## config.mk

```make
export PLATFORM = sky130hd
export DESIGN_NAME = serial_eeprom_command_port
export DESIGN_NICKNAME = d
export VERILOG_FILES = /design/src/rtl/eeprom_pkg.sv /design/src/rtl/serial_eeprom_command_port.sv
export SDC_FILE = /design/constraint.sdc
export NUM_CORES = 2
export LEC_CHECK = 0
export BUFFER_PORTS_ARGS = -buffer_cell sky130_fd_sc_hd__buf_2
export CAP_MARGIN = 20
export CORE_UTILIZATION = 41
export CTS_CLUSTER_DIAMETER = 50
export DETAILED_ROUTE_END_ITERATION = 8
export REMOVE_ABC_BUFFERS = 1
export SLEW_MARGIN = 10
export SYNTH_ARGS = -nofsm -noshare
export SYNTH_HDL_FRONTEND = slang
export SYNTH_SLANG_ARGS = --single-unit
```

## constraint.sdc

```tcl
create_clock -name clk_sys -period 4.28 [get_ports clk_sys]
set_input_delay 0.428 -clock clk_sys [delete_from_list [all_inputs] [get_ports clk_sys]]
set_output_delay 0.428 -clock clk_sys [all_outputs]
set_load 0.02 [all_outputs]
```

## src/rtl/eeprom_pkg.sv

```systemverilog
package eeprom_pkg;

   // port register location, reached only through the indirect pointer
   localparam logic       PORT_BANK      = 1'b1;
   localparam logic [7:0] PORT_PTR       = 8'h40;
   localparam logic [7:0] PORT_RESET     = 8'h00;

   // bit positions in the port register
   localparam int         SEL_BIT        = 4;
   localparam int         CLK_BIT        = 5;
   localparam int         IN_BIT         = 6;
   localparam int         OUT_BIT        = 7;

   // serial framing
   localparam logic       START_VAL      = 1'b1;
   localparam logic       DUMMY_VAL      = 1'b0;
   localparam logic [7:0] ERASED_BYTE    = 8'hff;

   // opcodes and the sub-functions of opcode 00
   localparam logic [1:0] OP_EXT         = 2'h0;
   localparam logic [1:0] OP_WRITE       = 2'h1;
   localparam logic [1:0] OP_READ        = 2'h2;
   localparam logic [1:0] OP_ERASE       = 2'h3;
   localparam logic [1:0] SUB_DISABLE    = 2'h0;
   localparam logic [1:0] SUB_WRITE_ALL  = 2'h1;
   localparam logic [1:0] SUB_ERASE_ALL  = 2'h2;
   localparam logic [1:0] SUB_ENABLE     = 2'h3;

   // timing
   localparam int         CLK_MHZ        = 125;
   localparam int         WRITE_CYCLE_NS = 2000000;

   typedef enum logic [2:0] {
      st_idle, st_op, st_addr, st_wdata, st_rdout, st_hold, st_busy
   } state_t;

   typedef enum logic [2:0] {
      pend_none, pend_write, pend_erase, pend_erase_all_cmd, pend_write_all_cmd
   } pend_t;

endpackage

```

## src/rtl/serial_eeprom_command_port.sv

```systemverilog
// Function
// - port register bits 3..0 always read back zero.
// - select bit 4, clock bit 5, data in bit 6, data out bit 7.
// - read data shifts onto data out at each serial clock rising edge.
// - data out floats except while a read or status poll drives it.
// - data in is sampled at the serial clock rising edge.
// - port register sits at pointer 40h of bank 1, indirect access only.
// - address sent msb first; 7 bits, or 9 with a leading dummy.
// - opcode 10 read, 11 erase byte, 01 write byte.
// - opcode 00: first address bits 11 enable, 00 disable, 10 erase all, 01 write all.
// - write or erase runs a timed cycle; instructions ignored meanwhile.
// - read emits one dummy zero, then the byte msb first.
// - read auto-increments address, next byte follows without dummy.
// - read works whether writes are enabled or not.
// - byte write data follows address msb first; cycle starts at select low.
// - byte write erases the location first, then programs it.
// - with select high, data out low while busy, high when done.
// - write enable holds until disable instruction or power loss.
// - writes and erases refused while disabled.
// - erase all sets every bit to one.
`timescale 1ns/1ps
`default_nettype none

module serial_eeprom_command_port
   import eeprom_pkg::*;
#(
   parameter int ADDR_W         = 7,
   parameter int WRITE_CYCLE_NS = eeprom_pkg::WRITE_CYCLE_NS
) (
   // clock and reset
   input  wire logic        clk_sys,
   input  wire logic        arst_n,
   // indirect data memory access
   input  wire logic        acc_indirect,
   input  wire logic        acc_bank,
   input  wire logic [7:0]  acc_ptr,
   input  wire logic        acc_wr,
   input  wire logic        acc_rd,
   input  wire logic [7:0]  acc_wdata,
   output logic      [7:0]  acc_rdata,
   // serial data out as a three-state bit
   output logic             ser_out,
   output logic             ser_out_oe
);

   localparam int DEPTH       = 2 ** ADDR_W;
   localparam int ADDR_LEN    = (ADDR_W > 7) ? ADDR_W + 1 : ADDR_W;
   // least time, so round up
   localparam int WRITE_CYCLES = (WRITE_CYCLE_NS * CLK_MHZ + 999) / 1000;
   localparam int CNT_W       = $clog2(WRITE_CYCLES + 1);
   logic              sel;
   logic              sclk;
   logic              sin;
   logic              sclk_q;
   logic              sel_q;
   state_t            state;
   pend_t             pend;
   logic [3:0]        cnt;
   logic [1:0]        op;
   logic [8:0]        sh;
   logic [ADDR_W-1:0] addr;
   logic [7:0]        data;
   logic [7:0]        rbuf;
   logic              wr_enable;
   logic              show_status;
   logic [CNT_W-1:0]  busy_cnt;
   logic [7:0]        mem [DEPTH];
   logic              hit;
   logic              sk_rise;
   logic              sel_fall;
   logic [8:0]        next_sh;
   logic [1:0]        sub;
   logic              last_addr;
   logic              start_wr;
   logic              busy_done;
   logic [ADDR_W-1:0] addr_inc;
   logic [7:0]        port_val;
   assign hit       = acc_indirect && (acc_bank == PORT_BANK) && (acc_ptr == PORT_PTR);
   assign sk_rise   = sclk && !sclk_q;
   assign sel_fall  = sel_q && !sel;
   assign next_sh   = {sh[7:0], sin};
   assign sub       = next_sh[ADDR_LEN-1 -: 2];
   assign last_addr = sel && (state == st_addr) && sk_rise && (cnt == 4'(ADDR_LEN - 1));
   assign start_wr  = sel_fall && (pend != pend_none) && wr_enable && (state != st_busy);
   assign busy_done = (state == st_busy) && (busy_cnt == '0);
   assign addr_inc  = addr + 1'b1;
   always_comb begin
      port_val          = PORT_RESET;
      port_val[SEL_BIT] = sel;
      port_val[CLK_BIT] = sclk;
      port_val[IN_BIT]  = sin;
      // a floating bit reads as zero
      port_val[OUT_BIT] = ser_out_oe && ser_out;
   end

   ////////////////////////////////////////////////////////////////////////////
   // port register
   always_ff @(posedge clk_sys or negedge arst_n) begin
      if (!arst_n) begin
         sel       <= PORT_RESET[SEL_BIT];
         sclk      <= PORT_RESET[CLK_BIT];
         sin       <= PORT_RESET[IN_BIT];
         sclk_q    <= 1'b0;
         sel_q     <= 1'b0;
         acc_rdata <= 8'h00;
      end else begin
         sclk_q <= sclk;
         sel_q  <= sel;
         if (hit && acc_wr) begin
            sel  <= acc_wdata[SEL_BIT];
            sclk <= acc_wdata[CLK_BIT];
            sin  <= acc_wdata[IN_BIT];
         end
         acc_rdata <= (hit && acc_rd) ? port_val : 8'h00;
      end
   end

   ////////////////////////////////////////////////////////////////////////////
   // instruction decoder
   always_ff @(posedge clk_sys or negedge arst_n) begin
      if (!arst_n) begin
         state <= st_idle;
         pend  <= pend_none;
         cnt   <= 4'h0;
         op    <= 2'h0;
         sh    <= 9'h000;
         addr  <= '0;
         data  <= 8'h00;
         rbuf  <= 8'h00;
      end else if (state == st_busy) begin
         // clock edges meanwhile are dropped
         if (busy_done) begin
            state <= st_idle;
            pend  <= pend_none;
         end
      end else if (!sel) begin
         // select low ends the frame and maybe starts the cycle
         state <= start_wr ? st_busy : st_idle;
         if (!start_wr) begin
            pend <= pend_none;
         end
         cnt <= 4'h0;
      end else if (sk_rise) begin
         unique case (state)
            st_idle: begin
               if (sin == START_VAL) begin
                  state <= st_op;
                  cnt   <= 4'h0;
               end
            end
            st_op: begin
               op  <= {op[0], sin};
               cnt <= cnt + 4'h1;
               if (cnt == 4'h1) begin
                  state <= st_addr;
                  cnt   <= 4'h0;
               end
            end
            st_addr: begin
               sh  <= next_sh;
               cnt <= cnt + 4'h1;
               if (last_addr) begin
                  cnt  <= 4'h0;
                  addr <= next_sh[ADDR_W-1:0];
                  unique case (op)
                     OP_READ: begin
                        state <= st_rdout;
                        rbuf  <= mem[next_sh[ADDR_W-1:0]];
                     end
                     OP_ERASE: begin
                        state <= st_hold;
                        pend  <= pend_erase;
                     end
                     OP_WRITE: state <= st_wdata;
                     OP_EXT: begin
                        unique case (sub)
                           SUB_ERASE_ALL: begin
                              state <= st_hold;
                              pend  <= pend_erase_all_cmd;
                           end
                           SUB_WRITE_ALL: state <= st_wdata;
                           SUB_ENABLE,
                           SUB_DISABLE:   state <= st_hold;
                        endcase
                     end
                  endcase
               end
            end
            st_wdata: begin
               sh  <= next_sh;
               cnt <= cnt + 4'h1;
               if (cnt == 4'h7) begin
                  data  <= next_sh[7:0];
                  pend  <= (op == OP_WRITE) ? pend_write : pend_write_all_cmd;
                  state <= st_hold;
               end
            end
            st_rdout: begin
               rbuf <= {rbuf[6:0], DUMMY_VAL};
               cnt  <= cnt + 4'h1;
               if (cnt == 4'h7) begin
                  addr <= addr_inc;
                  rbuf <= mem[addr_inc];
                  cnt  <= 4'h0;
               end
            end
            st_hold, st_busy: ;
         endcase
      end
   end

   ////////////////////////////////////////////////////////////////////////////
   // write enable latch, power-on disabled
   always_ff @(posedge clk_sys or negedge arst_n) begin
      if (!arst_n) begin
         wr_enable <= 1'b0;
      end else if (last_addr && op == OP_EXT) begin
         if (sub == SUB_ENABLE) begin
            wr_enable <= 1'b1;
         end else if (sub == SUB_DISABLE) begin
            wr_enable <= 1'b0;
         end
      end
   end

   ////////////////////////////////////////////////////////////////////////////
   // self-timed write cycle
   always_ff @(posedge clk_sys or negedge arst_n) begin
      if (!arst_n) begin
         busy_cnt <= '0;
      end else if (start_wr) begin
         busy_cnt <= CNT_W'(WRITE_CYCLES - 1);
      end else if (state == st_busy && busy_cnt != '0) begin
         busy_cnt <= busy_cnt - 1'b1;
      end
   end
   // status stays visible until a new start bit or select drops after the cycle
   always_ff @(posedge clk_sys or negedge arst_n) begin
      if (!arst_n) begin
         show_status <= 1'b0;
      end else if (start_wr) begin
         show_status <= 1'b1;
      end else if (state == st_idle && (!sel || (sk_rise && sin == START_VAL))) begin
         show_status <= 1'b0;
      end
   end
   // array is nonvolatile, so it has no reset; whole-array ops take one edge
   always_ff @(posedge clk_sys) begin
      if (start_wr) begin
         unique case (pend)
            pend_write,
            pend_erase: mem[addr] <= ERASED_BYTE;
            pend_erase_all_cmd,
            pend_write_all_cmd: begin
               for (int i = 0; i < DEPTH; i++) begin
                  mem[i] <= ERASED_BYTE;
               end
            end
            default: ;
         endcase
      end else if (busy_done) begin
         if (pend == pend_write) begin
            mem[addr] <= data;
         end else if (pend == pend_write_all_cmd) begin
            for (int i = 0; i < DEPTH; i++) begin
               mem[i] <= data;
            end
         end
      end
   end

   ////////////////////////////////////////////////////////////////////////////
   // serial data out
   always_ff @(posedge clk_sys or negedge arst_n) begin
      if (!arst_n) begin
         ser_out    <= 1'b0;
         ser_out_oe <= 1'b0;
      end else if (!sel) begin
         ser_out    <= 1'b0;
         ser_out_oe <= 1'b0;
      end else if (show_status && (state == st_busy || state == st_idle)) begin
         ser_out    <= (state != st_busy);
         ser_out_oe <= 1'b1;
      end else if (last_addr && op == OP_READ) begin
         ser_out    <= DUMMY_VAL;
         ser_out_oe <= 1'b1;
      end else if (state == st_rdout) begin
         ser_out_oe <= 1'b1;
         if (sk_rise) begin
            ser_out <= rbuf[7];
         end
      end else begin
         ser_out    <= 1'b0;
         ser_out_oe <= 1'b0;
      end
   end
endmodule

`default_nettype wire

```

Yosys cells after proc, flatten, opt, wreduce, memory -nomap -nowiden --
Memories as Yosys holds them, arrays and structs flattened. Cells that the tools add are included.
Word-level totals: input port bits 22, word-level logic and storage cells 438, bits in registers 77, memory bits (writable) 1024, bits in latches 0, ROM bits 0, memories 1
Memories:
- mem | depth 128, width 8, read ports 2, clocked after memory_dff 0, write ports 128, line serial_eeprom_command_port.sv:67 | logic [7:0] mem [DEPTH];
Cells by class: equality and inequality tests 38, divide/modulo/power cells 0, shift-type cells 0, muxes and demuxes 199, magnitude comparators 0, $add $sub $neg 3, multiply operators 0, reduce and logical (&&, ||, !) cells 48, bitwise operators 130
Operators with widths (count):
- 2-to-1 mux 8 bit | 134
- OR 1 bit | 129
- 2-to-1 mux 3 bit | 17
- 2-to-1 mux 18 bit | 2
- 2-to-1 mux 1 bit | 29
- 2-to-1 mux 4 bit | 6
- one-hot mux 3 bit (4 select lines) | 2
- 2-to-1 mux 7 bit | 3
- logical AND 1 bit | 20
- one-hot mux 4 bit (5 select lines) | 1
- logical NOT 18 bit | 1
- one-hot mux 3 bit (2 select lines) | 3
- nonzero test 18 bit | 1
- subtractor 18 x 1 -> 18 bit (second input constant) | 1
- one-hot mux 8 bit (2 select lines) | 1
- one-hot mux 7 bit (2 select lines) | 1
- equality test 3 x 2 -> 1 bit (second input constant) | 4
- inequality test 4 bit (second input constant) | 3
- inequality test 6 x 1 -> 1 bit (second input constant) | 2
- AND reduction 4 bit | 3
- AND reduction 6 bit | 2
- equality test 3 bit (second input constant) | 3
- equality test 2 bit (second input constant) | 4
- equality test 4 x 3 -> 1 bit (second input constant) | 2
- 30 further kinds | 44

Longest topological paths before layout --
depth after elaboration 10, depth in mapped cells 11, depth with buffers taken out 9

Least setup slack after synthesis --
Ideal clock, no wire load.
path type flip-flop to flip-flop, start point register busy_cnt[12], end point memory mem[62][0], enable pin, cell stages (with the launch flop) 9, arrival 2889 ps, path slack 1007 ps, data required time 3896 ps, buffers on the path 1, path through dfrtp_1 > or4_4 > or4_4 > o31ai_4 > nand2_1 > o21ai_0 > nand3_1 > clkbuf_1 > o21ai_0
RTL lines:
- start, declared | line serial_eeprom_command_port.sv:66 | logic [CNT_W-1:0] busy_cnt;
- start signal, assigned | line serial_eeprom_command_port.sv:232 | busy_cnt <= CNT_W'(WRITE_CYCLES - 1);
- start signal, assigned | line serial_eeprom_command_port.sv:234 | busy_cnt <= busy_cnt - 1'b1;
- end, declared | line serial_eeprom_command_port.sv:67

Worst setup path after layout --
start point register addr[0], end point register rbuf[0]
On the way: cells in the longest elaborated chain, start to end 4
Ends and longest elaborated chain:
- start, declared | line serial_eeprom_command_port.sv:61 | logic [ADDR_W-1:0] addr;
- start signal, assigned | line serial_eeprom_command_port.sv:164 | addr <= next_sh[ADDR_W-1:0];
- start signal, assigned | line serial_eeprom_command_port.sv:202 | addr <= addr_inc;
- adder 7 x 1 -> 7 bit | line serial_eeprom_command_port.sv:86 | assign addr_inc = addr + 1'b1;
- memory read (128 x 8 bit)
- 2-to-1 mux 8 bit | line serial_eeprom_command_port.sv:201 | if (cnt == 4'h7) begin
- one-hot mux 8 bit (2 select lines) | line serial_eeprom_command_port.sv:144 | unique case (state)
- end signal, assigned | line serial_eeprom_command_port.sv:168 | rbuf <= mem[next_sh[ADDR_W-1:0]];
- end signal, assigned | line serial_eeprom_command_port.sv:199 | rbuf <= {rbuf[6:0], DUMMY_VAL};
- end signal, assigned | line serial_eeprom_command_port.sv:203 | rbuf <= mem[addr_inc];
- end, declared | line serial_eeprom_command_port.sv:63 | logic [7:0] rbuf;
No other way between the ends. A chain may end at the register's enable or synchronous reset.

==> results_dict.tcl <==
set metrics [dict create \
    synth.area.top_cells "edfxtp_1 59%, mux4_2 22%, dfrtp_1 3.5%, mux2i_1 2.6%, o21ai_0 1.4%" \
    critical-path-top-delay-family "multiplexers" \
    p_int_mw 18.1 \
    rows 130 \
    htreeDepth 4 \
    cts_buffers 132 \
    drc_errors 0 \
    holdWs_ps 32.4 \
    dieArea_um2 128000 \
    vdd_drop_max_v 0.000332 \
    drive_gt1_frac 0.333 \
    pwr-share-clk 0.484 \
    ant_nets 0 \
    critPathRequiredTime_ps 4880 \
    slowest_stage "ha_4" \
    hold_depth 4 \
    portBuffers 22 \
    swShare 0.199 \
    finalMaxSlewViolations 0 \
    cp-end-kind "flip-flop" \
    fin_skew_ps 32.2 \
    clkTransAtPathRegs_ps 60 \
    rsz0062_at_grt "no" \
    crit_chain "ha_4 -> buf_12 -> buf_4 -> mux4_2 -> mux4_2 -> nor2_1 -> nor4_1 -> a311oi_1 -> a31oi_1" \
    synth_top_cell_area_share 0.591 \
    via_per_inst 6.53 \
    grt-ovfl-total 0 \
    path_buf_inv 2 \
    seq_area_frac_synth 0.626 \
    ios 32 \
    r2r-end "rbuf[0]" \
    cts_tree "built" \
    die_w_um 358 \
    min_path_type "input pin to flip-flop" \
    grt_pass1_wl_um 237000 \
    async_flop_share 0.0665 \
    core_area_um2 126000 \
    grt_pass1_vias 32300 \
    critPathLaunchType "flip-flop" \
    p_seq_frac 0.512 \
    p_total_mw 22.6 \
    wl_per_cell_um 33.7 \
    hold_viol_final 0 \
    power.leakage_nw 21.5 \
    first_iter_violations 4597 \
    crit_fanout 28 \
    drt_pre_antenna_iters 6 \
    ys_ff_latch 1097 \
    crit_top_cell "mux4_2" \
    num_vias 32000 \
    clock-sinks 1097 \
    synth_edf_count 1024 \
    cts.path.max_buffers 3 \
    timing.rr.start "addr[0]" \
    place_hpwl_um 111000 \
    place.gp.congestion 0.962 \
    comb_power_share 0.004 \
    dp_slack_ps 620 \
    finalSetupViolCount 0 \
    powerDensity_nw_per_um2 376 \
    r2r_slack_ps 560 \
    cts_root_buffer "clkbuf_16" \
    outcome "completed" \
    arrival_ps 4320 \
    placed_area_um2 55700 \
    gr-usage-all-layers 0.260 \
    clk_latency_ps 740 \
    design_area_um2 60100 \
    syn_area_um2 52000 \
    postSynthCellCount 2916 \
    total_switching_power_mw 4.49 \
    whs_endpoint "acc_rdata[6]" \
    dp_cells 4650 \
    synth_flop_cell "edfxtp_1" \
    worstSetupPathType "flip-flop to flip-flop" \
    cap_violations 0 \
    clock.fmax_ghz 0.269 \
    syn_to_final_growth_pct 15.5 \
    wl_um 165000 \
    min_from "acc_ptr[0]" \
    min_period_ps 3720 \
    synth_area_per_cell_um2 17.8 \
    antenna_cells 0 \
    fp.dieH_um 358 \
    nNetsFinal 3174 \
    fill_cells 10300 \
    yosysUniqueCellTypes 76 \
    fin_ws_ps 562 \
    antenna_found_initial 5 \
    grt_max_degree 84 \
    cp_slowest_stage_delay_ps 600 \
    initial_utilization 0.414 \
    relSlewSlack 0.268 \
    final.period_utilization 0.869 \
    worst-r2r-cell-count 9 \
    fin_cells 4895 \
    worstMarginPinSlew_ps 1090 \
    yosysWarningCount 0 \
    yosysTopAreaCell "edfxtp_1" \
]
-- tightest hold or removal path: cells and delay by family --
family	cells	cell delay, ps
buf+inv	1	80
simple gates	3	220
-- kinds of logic after synthesis --
family,count (synthesis),synth area share
xor gates and xnor gates,24,0.00419
DFF,1097,0.626
and+or+nand+nor,430,0.0401
buffers and inverters,242,0.0216
adders and majority gates,9,0.00212
muxes,660,0.247
AOI/OAI and AO/OA,453,0.0581
other,1,0.0000721
-- timing repair --
action / CTS / global route
buffers inserted: 0 / 0
hold buffers: 5 / 0
endpoints found under the hold margin: 80 / 0
resized for setup: 0 / 0
-- Yosys cell counts (11+ instances only) --
cell	count
o21ai_1	19
or2_2	24
mux2_2	28
and3_1	11
a211oi_1	21
mux2i_1	134
nand2_1	141
o221ai_1	26
a21oi_1	35
mux4_2	498
o211ai_1	20
xnor2_1	13
o22ai_1	26
dfrtp_1	73
nand3_1	50
buf_2	87
a22o_1	39
clkbuf_1	94
a31oi_1	16
or3_1	14
nor2b_1	14
nor3_1	26
o21ai_0	147
nor2_1	90
inv_1	12
edfxtp_1	1024
buf_1	22
a221oi_1	11
buf_4	22
a22oi_1	37
-- cell usage in the layout (no fill, tap or decap), drive strengths merged, types with 10 or more instances in the layout --
master and instances:
edfxtp 1024, mux4 498, buf 314, o21ai 171, clkbuf 164, nand2 141
mux2i 134, nor2 90, dfrtp 73, nand3 51, clkinv 47, a22o 39
a22oi 37, a21oi 35, mux2 28, nor3 26, o22ai 26, o221ai 26
or2 25, inv 22, a211oi 21, o211ai 20, a31oi 16, nor2b 14
or3 14, xnor2 14, and3 11, a221oi 11, nand4 10, xor2 10
-- sequential cells by signal (all words and copies together), names as in the netlist, 2 cells and up --
| name | cells |
|---|---|
| op | 2 |
| addr | 7 |
| mem | 1024 |
| cnt | 4 |
| rbuf | 8 |
| state | 3 |
| data | 8 |
| busy_cnt | 18 |
| sh | 7 |
| acc_rdata | 4 |
| pend | 3 |
-- layer usage --
metal	vias up	track usage	part of all wire
met2	1877	0.406	0.47
met5	-	0	0.00016
li1	12800	-	-
met4	4	0.114	0.047
met3	371	0.0562	0.099
met1	16900	0.351	0.39
-- through the flow --
stage          utilization  setup TNS (ps)
4_1_cts              0.477               0
3_5_place_dp         0.443               0
6_report             0.478               0
5_1_grt              0.478               0
2_1_floorplan            -        -7416030
3_3_place_gp         0.443               0
-- how the worst max path moves through the flow --
stage / to / slack [ps] / cells after the start / from
after floorplan: rbuf[5] / -12700 / 8 / addr[0]
after global placement: rbuf[6] / 620 / 8 / sh[0]
after detailed placement: rbuf[6] / 620 / 8 / sh[0]
after CTS: rbuf[6] / 620 / 8 / sh[0]
after global routing: mem[105][4] / 490 / 9 / busy_cnt[12]
final: rbuf[0] / 560 / 9 / addr[0]
-- area by class of cell --
class                      count  area [µm²]  share of cell area
sequential                  1097       32600               0.543
multi-input combinational   1580       18400               0.307
clock buffer                 164        3580              0.0597
timing repair buffer         319        2680              0.0445
tap                         1650        2060              0.0344
clock inverter                71         647              0.0108
inverter                      14        52.6            0.000875
-- power groups by stage --
stage | registers (mW) | clock network, mW | logic, mW
after global placement | 11.8 | 0 | 0.0761
after floorplan | 11.8 | 0 | 0.0455
after CTS | 11.6 | 11.1 | 0.0809
after detailed placement | 11.8 | 0 | 0.0770
after global routing | 11.6 | 11.5 | 0.0875
final | 11.6 | 10.9 | 0.0804
No activity file was read; power rests on OpenSTA's default activity.
